--- config.mk ---
export PLATFORM = sky130hd
export DESIGN_NAME = dsc_regs
export DESIGN_NICKNAME = d
export VERILOG_FILES = /design/src/dsc_pkg.sv /design/src/dsc_regs.sv
export SDC_FILE = /design/constraint.sdc
export NUM_CORES = 1
export LEC_CHECK = 0
export BUFFER_PORTS_ARGS = -buffer_cell sky130_fd_sc_hd__clkbuf_2
export CORE_MARGIN = 4
export CORE_UTILIZATION = 45
export CTS_BUF_LIST = sky130_fd_sc_hd__clkbuf_4
export DETAILED_ROUTE_END_ITERATION = 10
export PLACE_DENSITY = 0.73
export SKIP_CTS_REPAIR_TIMING = 1
export SLEW_MARGIN = 30
export SYNTH_ARGS = -nofsm -noshare
export SYNTH_HDL_FRONTEND = slang
export SYNTH_SLANG_ARGS = --single-unit
--- constraint.sdc ---
create_clock -name clock_i -period 2.5 [get_ports clock_i]
set_input_delay 0.75 -clock clock_i [delete_from_list [all_inputs] [get_ports clock_i]]
set_output_delay 0.75 -clock clock_i [all_outputs]
set_load 0.01 [all_outputs]
--- src/dsc_pkg.sv ---
// Package for the converter status and configuration register bank
`default_nettype none
package dsc_pkg;
   // Register offsets
   localparam logic [4:0] ADDR_ERROR_FLAGS = 5'h04;
   localparam logic [4:0] ADDR_IF_BYPASS = 5'h05;
   localparam logic [4:0] ADDR_SLEEP_BIAS = 5'h06;
   localparam logic [4:0] ADDR_OUTPUT_GAIN = 5'h07;
   localparam logic [4:0] ADDR_DLL_RESTART = 5'h08;
   localparam logic [4:0] ADDR_PLL_DIVIDERS = 5'h09;
   localparam logic [4:0] ADDR_DLL_TUNING = 5'h0A;
   localparam logic [4:0] ADDR_PLL_TUNING = 5'h0B;
   // Reset values
   localparam logic [7:0] RST_IF_BYPASS = 8'h00;
   localparam logic [7:0] RST_SLEEP_BIAS = 8'h0C;
   localparam logic [7:0] RST_OUTPUT_GAIN = 8'hFF;
   localparam logic [7:0] RST_ZERO = 8'h00;
   // Error flag bit positions
   localparam int BIT_SELFTEST_ERR = 6;
   localparam int BIT_FIFO_ERR = 5;
   localparam int BIT_PATTERN_ERR = 4;
   // Interface/bypass bits
   localparam int BIT_FOUR_WIRE = 7;
   localparam int BIT_REV_BUS = 6;
   localparam int BIT_CLKDIV_SYNC_DIS = 5;
   localparam int BIT_FIFO_SYNC_DIS = 4;
   localparam int BIT_DLL_BYPASS = 2;
   localparam int BIT_PLL_BYPASS = 1;
   // Sleep/bias bits, then restart and DLL/PLL tuning bits
   localparam int BIT_HOLD_SYNC_DIS = 7;
   localparam int BIT_SLEEP_B = 5;
   localparam int BIT_SLEEP_A = 4;
   localparam int BIT_BIAS_LPF_A = 3;
   localparam int BIT_BIAS_LPF_B = 2;
   localparam int BIT_PLL_SLEEP = 1;
   localparam int BIT_DLL_SLEEP = 0;
   localparam int BIT_DLL_RESTART = 2;
   localparam int BIT_LOOP_FILTER_DISCHARGE = 7;
   localparam int BIT_OSC_HALF_RATE = 6;
   localparam int BIT_DLL_INVCLK = 3;
   // Writable masks (reserved bits forced to zero)
   localparam logic [7:0] MASK_ERROR_FLAGS = 8'h70;
   localparam logic [7:0] MASK_IF_BYPASS = 8'hF6;
   localparam logic [7:0] MASK_SLEEP_BIAS = 8'hBF;
   localparam logic [7:0] MASK_DLL_RESTART = 8'h04;
   // Checkerboard patterns
   localparam logic [15:0] PATTERN_A = 16'hAAAA;
   localparam logic [15:0] PATTERN_B = 16'h5555;
   // Divider ratios, forbidden bias code and delay constants
   localparam logic [4:0] PLL_M_1 = 5'h00;
   localparam logic [4:0] PLL_M_2 = 5'h01;
   localparam logic [4:0] PLL_M_4 = 5'h03;
   localparam logic [4:0] PLL_M_8 = 5'h07;
   localparam logic [4:0] PLL_M_16 = 5'h0F;
   localparam logic [4:0] PLL_M_32 = 5'h1F;
   localparam logic [2:0] PLL_N_1 = 3'h0;
   localparam logic [2:0] PLL_N_2 = 3'h1;
   localparam logic [2:0] PLL_N_4 = 3'h3;
   localparam logic [2:0] PLL_N_8 = 3'h7;
   localparam logic [2:0] BIAS_FORBIDDEN = 3'h4;
   localparam logic [7:0] DLL_DEG_CENTER = 8'h5A;
   localparam logic [7:0] DLL_DEG_STEP = 8'h05;

   // Analog-facing control bundle
   typedef struct packed {
      logic dll_bypass;
      logic pll_bypass;
      logic sleep_a;
      logic sleep_b;
      logic pll_sleep;
      logic dll_sleep;
      logic bias_lpf_a;
      logic bias_lpf_b;
      logic [3:0] converter_a_current_scale;
      logic [3:0] converter_b_current_scale;
      logic dll_loop_reset;
      logic [5:0] pll_m_ratio;
      logic [3:0] pll_n_ratio;
      logic pll_div_invalid;
      logic [7:0] dll_delay_degrees;
      logic dll_invert_clock;
      logic [2:0] dll_bias;
      logic dll_bias_invalid;
      logic loop_filter_discharge;
      logic oscillator_half_rate;
      logic [1:0] pll_gain;
      logic [3:0] pll_range;
   } dsc_analog_ctrl_s;

   // Sync routing bundle
   typedef struct packed {
      logic sync_level;
      logic clkdiv_sync;
      logic fifo_offset_sync;
      logic hold_sync;
   } dsc_sync_s;
endpackage : dsc_pkg
`default_nettype wire

--- src/dsc_regs.sv ---
// Status and configuration register bank of the dual converter
// How it works
// - Software sync bit substitutes external sync.
// - Select bit makes software sync sole source.
// - Self-test failure sets flag; zero-write clears.
// - Self-test flag drives serial out when enabled.
// - FIFO pointer overrun sets sticky FIFO flag.
// - Unmasked compare flags non-checkerboard samples.
// - Width bit picks four- or three-pin serial.
// - Reverse bit swaps input bus bit order.
// - Disable bits skip divider and FIFO sync.
// - Bypass bits bypass the DLL and PLL.
// - Hold-sync disable blocks sync to hold block.
// - Sleep bits per converter, PLL and DLL.
// - Four-bit gain per converter, reset all ones.
// - Restart bit resets DLL and clears lock.
// - Feedback divider thermometer code, one to 32.
// - Reference divider thermometer code, one to eight.
// - Delay field in five-degree steps around 90.
// - Invert bit and bias field; code 100 forbidden.
// - Loop-filter reset bit discharges the filter.
// - Half-rate bit halves the PLL output clock.
`timescale 1ns/100ps
`default_nettype none
module dsc_regs (
   input wire logic clock_i, // 100 MHz clock
   input wire logic rstn_i, // Synchronous reset, active low
   input wire logic reg_wr_i, // Register write strobe
   input wire logic reg_rd_i, // Register read strobe
   input wire logic [4:0] reg_addr_i, // Register address
   input wire logic [7:0] reg_wdata_i, // Write data
   output logic [7:0] reg_rdata_o, // Read data
   input wire logic ext_sync_i, // External sync pin level
   input wire logic soft_sync_bit_i, // Software sync control bit
   input wire logic soft_sync_select_i, // Software sync select bit
   input wire logic selftest_enable_i, // Self test enabled
   input wire logic selftest_fail_i, // Self test failure pulse
   input wire logic fifo_overrun_i, // FIFO pointer overrun pulse
   input wire logic pattern_mask_i, // Pattern error mask
   input wire logic sample_valid_i, // FIFO sample valid
   input wire logic [15:0] sample_i, // FIFO sample
   input wire logic [15:0] lvds_data_i, // Input data bus
   input wire logic serial_data_i, // Serial engine data out
   output logic [15:0] data_o, // Input bus after optional reversal
   output logic serial_out_pin_o, // Serial data output pin
   output logic four_wire_serial_select_o, // Serial port width mode
   output logic dll_lock_clear_o, // Clears DLL lock indicator
   output var dsc_pkg::dsc_sync_s sync_o, // Routed sync controls
   output var dsc_pkg::dsc_analog_ctrl_s analog_o // Analog control bundle
);
   import dsc_pkg::*;

   // ************************************************
   // Register storage
   // ************************************************
   logic [7:0] error_flags_ff;
   logic [7:0] if_bypass_ff;
   logic [7:0] sleep_bias_ff;
   logic [7:0] output_gain_ff;
   logic [7:0] dll_restart_ff;
   logic [7:0] pll_dividers_ff;
   logic [7:0] dll_tuning_ff;
   logic [7:0] pll_tuning_ff;
   logic sync_meta_ff;
   logic sync_pin_ff;
   logic pattern_bad;
   logic [7:0] nxt_error_flags;
   logic flag_wr;
   logic [15:0] reversed;

   assign flag_wr = reg_wr_i && (reg_addr_i == ADDR_ERROR_FLAGS);

   always_ff @(posedge clock_i) begin
      if (!rstn_i) begin
         if_bypass_ff <= RST_IF_BYPASS;
         sleep_bias_ff <= RST_SLEEP_BIAS;
         output_gain_ff <= RST_OUTPUT_GAIN;
         dll_restart_ff <= RST_ZERO;
         pll_dividers_ff <= RST_ZERO;
         dll_tuning_ff <= RST_ZERO;
         pll_tuning_ff <= RST_ZERO;
      end else if (reg_wr_i) begin
         case (reg_addr_i)
            ADDR_IF_BYPASS: if_bypass_ff <= reg_wdata_i & MASK_IF_BYPASS;
            ADDR_SLEEP_BIAS: sleep_bias_ff <= reg_wdata_i & MASK_SLEEP_BIAS;
            ADDR_OUTPUT_GAIN: output_gain_ff <= reg_wdata_i;
            ADDR_DLL_RESTART: dll_restart_ff <= reg_wdata_i & MASK_DLL_RESTART;
            ADDR_PLL_DIVIDERS: pll_dividers_ff <= reg_wdata_i;
            ADDR_DLL_TUNING: dll_tuning_ff <= reg_wdata_i;
            ADDR_PLL_TUNING: pll_tuning_ff <= reg_wdata_i;
            default: ;
         endcase
      end
   end

   // ************************************************
   // Sticky error flags
   // ************************************************
   // Pattern compare only while unmasked and a sample arrives
   assign pattern_bad = !pattern_mask_i && sample_valid_i &&
                        (sample_i != PATTERN_A) && (sample_i != PATTERN_B);

   always_comb begin
      nxt_error_flags = error_flags_ff;
      if (flag_wr) begin
         // Writing one leaves a flag alone, zero clears it
         nxt_error_flags = error_flags_ff & (reg_wdata_i | ~MASK_ERROR_FLAGS);
      end
      // Set beats a same-cycle clear
      if (selftest_fail_i) begin
         nxt_error_flags[BIT_SELFTEST_ERR] = 1'b1;
      end
      if (fifo_overrun_i) begin
         nxt_error_flags[BIT_FIFO_ERR] = 1'b1;
      end
      if (pattern_bad) begin
         nxt_error_flags[BIT_PATTERN_ERR] = 1'b1;
      end
      nxt_error_flags = nxt_error_flags & MASK_ERROR_FLAGS;
   end

   always_ff @(posedge clock_i) begin
      if (!rstn_i) begin
         error_flags_ff <= RST_ZERO;
      end else begin
         error_flags_ff <= nxt_error_flags;
      end
   end

   // ************************************************
   // Read port
   // ************************************************
   always_ff @(posedge clock_i) begin
      if (!rstn_i) begin
         reg_rdata_o <= RST_ZERO;
      end else if (reg_rd_i) begin
         case (reg_addr_i)
            ADDR_ERROR_FLAGS: reg_rdata_o <= error_flags_ff;
            ADDR_IF_BYPASS: reg_rdata_o <= if_bypass_ff;
            ADDR_SLEEP_BIAS: reg_rdata_o <= sleep_bias_ff;
            ADDR_OUTPUT_GAIN: reg_rdata_o <= output_gain_ff;
            ADDR_DLL_RESTART: reg_rdata_o <= dll_restart_ff;
            ADDR_PLL_DIVIDERS: reg_rdata_o <= pll_dividers_ff;
            ADDR_DLL_TUNING: reg_rdata_o <= dll_tuning_ff;
            ADDR_PLL_TUNING: reg_rdata_o <= pll_tuning_ff;
            default: reg_rdata_o <= RST_ZERO;
         endcase
      end
   end

   // ************************************************
   // Sync routing
   // ************************************************
   always_ff @(posedge clock_i) begin
      if (!rstn_i) begin
         sync_meta_ff <= 1'b0;
         sync_pin_ff <= 1'b0;
      end else begin
         sync_meta_ff <= ext_sync_i;
         sync_pin_ff <= sync_meta_ff;
      end
   end

   always_ff @(posedge clock_i) begin
      if (!rstn_i) begin
         sync_o <= '0;
      end else begin
         // Pins ignored entirely when software sync is selected
         sync_o.sync_level <= soft_sync_select_i ? soft_sync_bit_i : sync_pin_ff;
         sync_o.clkdiv_sync <= (soft_sync_select_i ? soft_sync_bit_i : sync_pin_ff) &&
                               !if_bypass_ff[BIT_CLKDIV_SYNC_DIS];
         sync_o.fifo_offset_sync <= (soft_sync_select_i ? soft_sync_bit_i : sync_pin_ff) &&
                                    !if_bypass_ff[BIT_FIFO_SYNC_DIS];
         sync_o.hold_sync <= (soft_sync_select_i ? soft_sync_bit_i : sync_pin_ff) &&
                             !sleep_bias_ff[BIT_HOLD_SYNC_DIS];
      end
   end

   // ************************************************
   // Data bus reversal and serial output
   // ************************************************
   genvar gi;
   generate
      for (gi = 0; gi < 16; gi++) begin : g_rev
         assign reversed[gi] = lvds_data_i[15 - gi];
      end
   endgenerate

   always_ff @(posedge clock_i) begin
      if (!rstn_i) begin
         data_o <= '0;
      end else begin
         data_o <= if_bypass_ff[BIT_REV_BUS] ? reversed : lvds_data_i;
      end
   end

   always_ff @(posedge clock_i) begin
      if (!rstn_i) begin
         serial_out_pin_o <= 1'b0;
         four_wire_serial_select_o <= 1'b0;
      end else begin
         four_wire_serial_select_o <= if_bypass_ff[BIT_FOUR_WIRE];
         // Self-test flag overrides serial data while the test runs
         serial_out_pin_o <= selftest_enable_i ? error_flags_ff[BIT_SELFTEST_ERR]
                                               : serial_data_i;
      end
   end

   // ************************************************
   // Analog control decode
   // ************************************************
   always_ff @(posedge clock_i) begin
      if (!rstn_i) begin
         analog_o <= '0;
         dll_lock_clear_o <= 1'b0;
      end else begin
         analog_o.dll_bypass <= if_bypass_ff[BIT_DLL_BYPASS];
         analog_o.pll_bypass <= if_bypass_ff[BIT_PLL_BYPASS];
         analog_o.sleep_a <= sleep_bias_ff[BIT_SLEEP_A];
         analog_o.sleep_b <= sleep_bias_ff[BIT_SLEEP_B];
         analog_o.pll_sleep <= sleep_bias_ff[BIT_PLL_SLEEP];
         analog_o.dll_sleep <= sleep_bias_ff[BIT_DLL_SLEEP];
         analog_o.bias_lpf_a <= sleep_bias_ff[BIT_BIAS_LPF_A];
         analog_o.bias_lpf_b <= sleep_bias_ff[BIT_BIAS_LPF_B];
         analog_o.converter_a_current_scale <= output_gain_ff[7:4];
         analog_o.converter_b_current_scale <= output_gain_ff[3:0];
         analog_o.dll_loop_reset <= dll_restart_ff[BIT_DLL_RESTART];
         dll_lock_clear_o <= dll_restart_ff[BIT_DLL_RESTART];
         // Invalid codes flagged; ratio then reads zero
         case (pll_dividers_ff[7:3])
            PLL_M_1: analog_o.pll_m_ratio <= 6'h01;
            PLL_M_2: analog_o.pll_m_ratio <= 6'h02;
            PLL_M_4: analog_o.pll_m_ratio <= 6'h04;
            PLL_M_8: analog_o.pll_m_ratio <= 6'h08;
            PLL_M_16: analog_o.pll_m_ratio <= 6'h10;
            PLL_M_32: analog_o.pll_m_ratio <= 6'h20;
            default: analog_o.pll_m_ratio <= 6'h00;
         endcase
         case (pll_dividers_ff[2:0])
            PLL_N_1: analog_o.pll_n_ratio <= 4'h1;
            PLL_N_2: analog_o.pll_n_ratio <= 4'h2;
            PLL_N_4: analog_o.pll_n_ratio <= 4'h4;
            PLL_N_8: analog_o.pll_n_ratio <= 4'h8;
            default: analog_o.pll_n_ratio <= 4'h0;
         endcase
         analog_o.pll_div_invalid <= !(pll_dividers_ff[7:3] inside
            {PLL_M_1, PLL_M_2, PLL_M_4, PLL_M_8, PLL_M_16, PLL_M_32}) ||
            !(pll_dividers_ff[2:0] inside {PLL_N_1, PLL_N_2, PLL_N_4, PLL_N_8});
         // Signed four-bit step around the 90-degree centre
         analog_o.dll_delay_degrees <= DLL_DEG_CENTER +
            8'(signed'(dll_tuning_ff[7:4]) * signed'(DLL_DEG_STEP));
         analog_o.dll_invert_clock <= dll_tuning_ff[BIT_DLL_INVCLK];
         analog_o.dll_bias <= dll_tuning_ff[2:0];
         analog_o.dll_bias_invalid <= (dll_tuning_ff[2:0] == BIAS_FORBIDDEN);
         analog_o.loop_filter_discharge <= pll_tuning_ff[BIT_LOOP_FILTER_DISCHARGE];
         analog_o.oscillator_half_rate <= pll_tuning_ff[BIT_OSC_HALF_RATE];
         analog_o.pll_gain <= pll_tuning_ff[5:4];
         analog_o.pll_range <= pll_tuning_ff[3:0];
      end
   end
endmodule : dsc_regs
`default_nettype wire

======== After elaboration in Yosys (flattened, before gate mapping) ========
Index checks and enable logic that the tools add are counted.
storage, ports and cells
  flip-flop bits (word level) ............. 130
  bits of input ports ..................... 58
  output and inout bits ................... 80
cells by class
  $add $sub $neg .......................... 1
  $mul .................................... 1
  equality and inequality tests ........... 19
  multiplexer cells ....................... 10
  bitwise logic cells ..................... 1
  reduce and logical (&&, ||, !) cells .... 28
operator list
  cell                    count
  $pmux W8 S8             1
  $pmux W6 S6             1
  $eq A5 B3 Y1 const B    5
  $eq A5 B4 Y1 const B    5
  $mux W16                1
  $ne A16 B15 Y1 const B  1
  $ne A16 B16 Y1 const B  1
  $pmux W4 S4             1
  $reduce_and A2 Y1       7
  $add A7 B8 Y8 const A   1
  $mul A4 B4 Y8 const B   1
  $and A7 B7 Y7           1
  $logic_and A1 B1 Y1     7
  $mux W7                 1
  $eq A3 B3 Y1 const B    2
  $logic_not A1 Y1        6
  $reduce_bool A2 Y1      3
  $reduce_bool A6 Y1      1
  $eq A5 B1 Y1 const B    1
  $eq A5 B2 Y1 const B    1
  $eq A5 B5 Y1 const B    1
  $logic_not A5 Y1        1
  $mux W1                 5
  $reduce_bool A4 Y1      1
  4 further kinds         4

======== Logic depth before layout (Yosys ltp) ========
  word-level depth ........................ 5
  depth in mapped cells ................... 9
  gate-level depth less buffers ........... 9

======== Least setup slack after synthesis ========
Ideal clock, no wire load.
  kind .................................... register to register
  start ................................... reg dll_tuning_ff[7]
  end ..................................... reg analog_o[20] (netlist name)
  setup time .............................. 115 ps
  arrival ................................. 2,028 ps
  setup slack ............................. 357 ps
  cell stages (with the launch flop) ...... 9
  path buffers ............................ 0
  period minus slack after synthesis ...... 2,143 ps
  cell sequence ........................... dfxtp_1 > ha_1 > xnor2_1 > ha_1 > ha_1 > nor3_1 > a211oi_1 > xnor2_1 > and2_1
between the ends
  word-level cells in the longest chain between the ends .. 2
ends and longest elaborated chain
  element                 line             source
  start, declared         dsc_regs.sv:62   logic [7:0] dll_tuning_ff;
  start signal, assigned  dsc_regs.sv:89   ADDR_DLL_TUNING: dll_tuning_ff <= reg_wdata_i;
  $mul A4 B4 Y8           dsc_regs.sv:251  8'(signed'(dll_tuning_ff[7:4]) * signed'(DLL_DEG_STEP));
  $add A7 B8 Y8           dsc_regs.sv:250  analog_o.dll_delay_degrees <= DLL_DEG_CENTER +
  end, declared           dsc_regs.sv:49   output var dsc_pkg::dsc_analog_ctrl_s analog_o
No other way between the ends.
A chain may end at the register's enable or synchronous reset.

======== Worst setup path after layout ========
Same ends and word-level chain as after synthesis.

==> impl_metrics.ini <==
[drt]
drc = 0
vias_per_cell = 5.08
dr.pass1.iters = 4
routed_wl_um = 12700
detail-route-antenna-nets = 0
drt_iter0_drc = 187
vias = 4053
wire_per_inst_um = 16.0

[grt]
grt_start_max_net_pins = 61
grt_pass1_wl_um = 20000
grt_pass1_vias = 4042
track_usage = 0.193
antenna_found_initial = 1
gr-total-overflow = 0

[min_path]
hold_end = sync_meta_ff
holdCritPathClass = primary input to flop
min_from = ext_sync_i
holdPathStages = 2

[logic_synthesis]
syn_nets = 569
muxShareOfSynthArea = 0.141
yosys.area_share.adder = 0.0300
netlist_instances = 499
synth.avg_cell_area_sq_um = 10.5
synth_top_family_by_area = simple AND/OR/NAND/NOR gates
synth.distinct_cells = 50
synth_compound_area_frac = 0.0512
synthesis.area_sq_um = 5250
yosysWarnings = 0
synth-edff-count = 0
synth_xor_area_frac = 0.0117
synth_flop_cell = dfxtp_1
ys_ff_latch = 130
ys_seq_area_frac = 0.495
synthSimpleGateAreaFrac = 0.231
synth-async-reset-ratio = 0

[clock_tree]
root_buffer = clkbuf_4
clock-sinks = 130
cts.htree.levels = 4
clock_latency_ns = 0.51
cts.clk_slew.worst_paths_ns = 0.11
cts_buffers = 17
cts_tree = yes
clockBufferDepth = 2

[worst_setup_path]
crit_fanout = 8
reg2reg_setup_slack_ns = 0.17
arrival_ns = 2.75
cp-end-kind = flop
critical_path_required_ns = 2.92
crit_type = flop to flop
r2r_start = dll_tuning_ff[7]
worstReg2RegEnd = analog_o[20]
crit_path_start_kind = flop
reg2regPathDepth = 8

[timing]
rsz0062_at_grt = no
post-route-min-period_ns = 2.33
finalMaxSlewViolations = 0
setup_tns_ns = 0
worst_slew_pin_slew_ns = 0.429
period_share = 0.934
hold_viol = 0
fin_worst_skew_ns = 0.0119
maxSlewHeadroom = 0.712
setup_violations = 0
timing.fmax_ghz = 0.428

[power]
p_per_area_nw_per_um2 = 634
power_mw = 4.08
max-vdd-ir-drop_mv = 0.344
leakage_nw = 2.78

[die]
ioPinCount = 138
start_util = 0.460
dieWidth_um = 116
die_h_um = 116
num_rows = 39
die_area_sq_um = 13500
core-area_sq_um = 11400

[final_layout]
syn_to_final_growth_pct = 22.7
drive_gt1_frac = 0.292
fin_area_sq_um = 6450
nets = 711

[job]
maxCapViolCount = 0

[placed_design]
gp_congestion = 0.879
io_buffers = 137
detailed_place_hpwl_um = 9610
place_area_sq_um = 6100

[status]
run_status = finished clean
layout by cell type (no fill, tap or decap), drive strengths merged, types with 2 or more instances in the layout:
master / instances
xnor2: 5
nand2: 32
a21boi: 4
nand3b: 3
a311oi: 3
nor3b: 7
clkbuf: 154
nor2: 13
nor4bb: 8
mux2i: 63
and4: 2
inv: 9
o22ai: 2
a22o: 2
nand4: 3
clkinvlp: 3
ha: 11
nor3: 4
o2bb2ai: 2
and2: 39
nand3: 17
a211oi: 3
and4b: 3
nor2b: 57
a21oi: 3
nand4bb: 2
mux4: 3
xor2: 2
clkinv: 6
bufinv: 5
mux2: 4
dfxtp: 130
a31oi: 4
o21ai: 14
buf: 18
and3: 5
final cells by class:
| type | count | area, sq um |
|---|---|---|
| Timing Repair Buffer | 155 | 846 |
| Clock inverter | 15 | 214 |
| Clock buffer | 17 | 128 |
| Multi-Input combinational cell | 329 | 2450 |
| Antenna cell | 1 | 2.50 |
| Fill cell | 1004 | 4970 |
| Inverter | 8 | 30.0 |
| Sequential cell | 130 | 2600 |
| Tap cell | 143 | 179 |
power by group:
| part | internal, mW | switching, mW |
|---|---|---|
| logic | 0.144 | 0.162 |
| clock network | 0.886 | 0.755 |
| registers | 2.12 | 0.0194 |
synthesized netlist by cell type (4+ instances only):
cell type / number / share of area
dfxtp_1: 130 / 0.50
mux2i_1: 63 / 0.12
nor2b_1: 57 / 0.068
and2_1: 39 / 0.046
nand2_1: 32 / 0.023
nand3_1: 17 / 0.016
clkbuf_1: 16 / 0.011
nor2_1: 13 / 0.0093
ha_1: 11 / 0.026
inv_1: 8 / 0.0057
nor4bb_1: 8 / 0.015
o21ai_1: 8 / 0.0076
buf_2: 7 / 0.0067
buf_4: 7 / 0.010
o21ai_0: 6 / 0.0057
and3_1: 5 / 0.0060
nor3b_1: 5 / 0.0071
xnor2_1: 5 / 0.0083
a21boi_1: 4 / 0.0057
a31oi_1: 4 / 0.0048
nor3_1: 4 / 0.0038
how the worst max path moves through the flow:
stage	from	end	slack, ns
detailed placement	dll_tuning_ff[7]	analog_o[20]	0.17
CTS	dll_tuning_ff[7]	analog_o[20]	0.15
finish	dll_tuning_ff[7]	analog_o[20]	0.17
global placement	dll_tuning_ff[7]	analog_o[20]	0.25
floorplan	dll_tuning_ff[7]	analog_o[20]	0.36
global route	dll_tuning_ff[7]	analog_o[20]	0.03
metal layers:
| metal | GRT usage | routed length (um) | vias up | share of wire |
|---|---|---|---|---|
| li1 | - | - | 2004 | - |
| met1 | 0.233 | 5380 | 1922 | 0.42 |
| met2 | 0.321 | 6320 | 121 | 0.50 |
| met3 | 0.0710 | 885 | 6 | 0.070 |
| met4 | 0.0611 | 145 | 0 | 0.011 |
| met5 | 0 | 0 | - | 0 |
through the flow:
| stage | std cells | hold slack, ns | utilization | setup slack, ns |
|---|---|---|---|---|
| after CTS | 797 | 0.389 | 0.564 | 0.150 |
| after detailed placement | 765 | 0.427 | 0.535 | 0.169 |
| after global placement | 765 | 0.418 | 0.535 | 0.252 |
| final | 798 | 0.437 | 0.565 | 0.166 |
| after floorplan | 499 | 0.407 | - | 0.357 |
| after global routing | 798 | 0.368 | 0.565 | 0.0316 |
flip-flops by register name, summed over array words and instances, names as in the netlist:
signal	cells
serial_out_pin_o	1
sync_o	4
dll_tuning_ff	8
analog_o	49
pll_tuning_ff	8
data_o	16
error_flags_ff	3
sync_pin_ff	1
reg_rdata_o	8
sleep_bias_ff	7
pll_dividers_ff	8
four_wire_serial_select_o	1
sync_meta_ff	1
output_gain_ff	8
dll_restart_ff	1
if_bypass_ff	6
logic make-up after synthesis:
family,Yosys count
AND/OR/NAND/NOR,199
flip-flops,130
multiplexers,70
AO/OA/AOI/OAI,41
buffers and inverters,40
adder cells (fa/ha/maj),12
XOR/XNOR,7
worst max-delay path: stages (launching register included):
cell and delay, ns:
dfxtp_1 0.55, ha_1 0.32, xnor2_1 0.13, ha_1 0.31, ha_1 0.34, nor3_1 0.22, a211oi_1 0.09, xnor2_1 0.13
and2_1 0.15
Power figures use the tool's default switching activity.
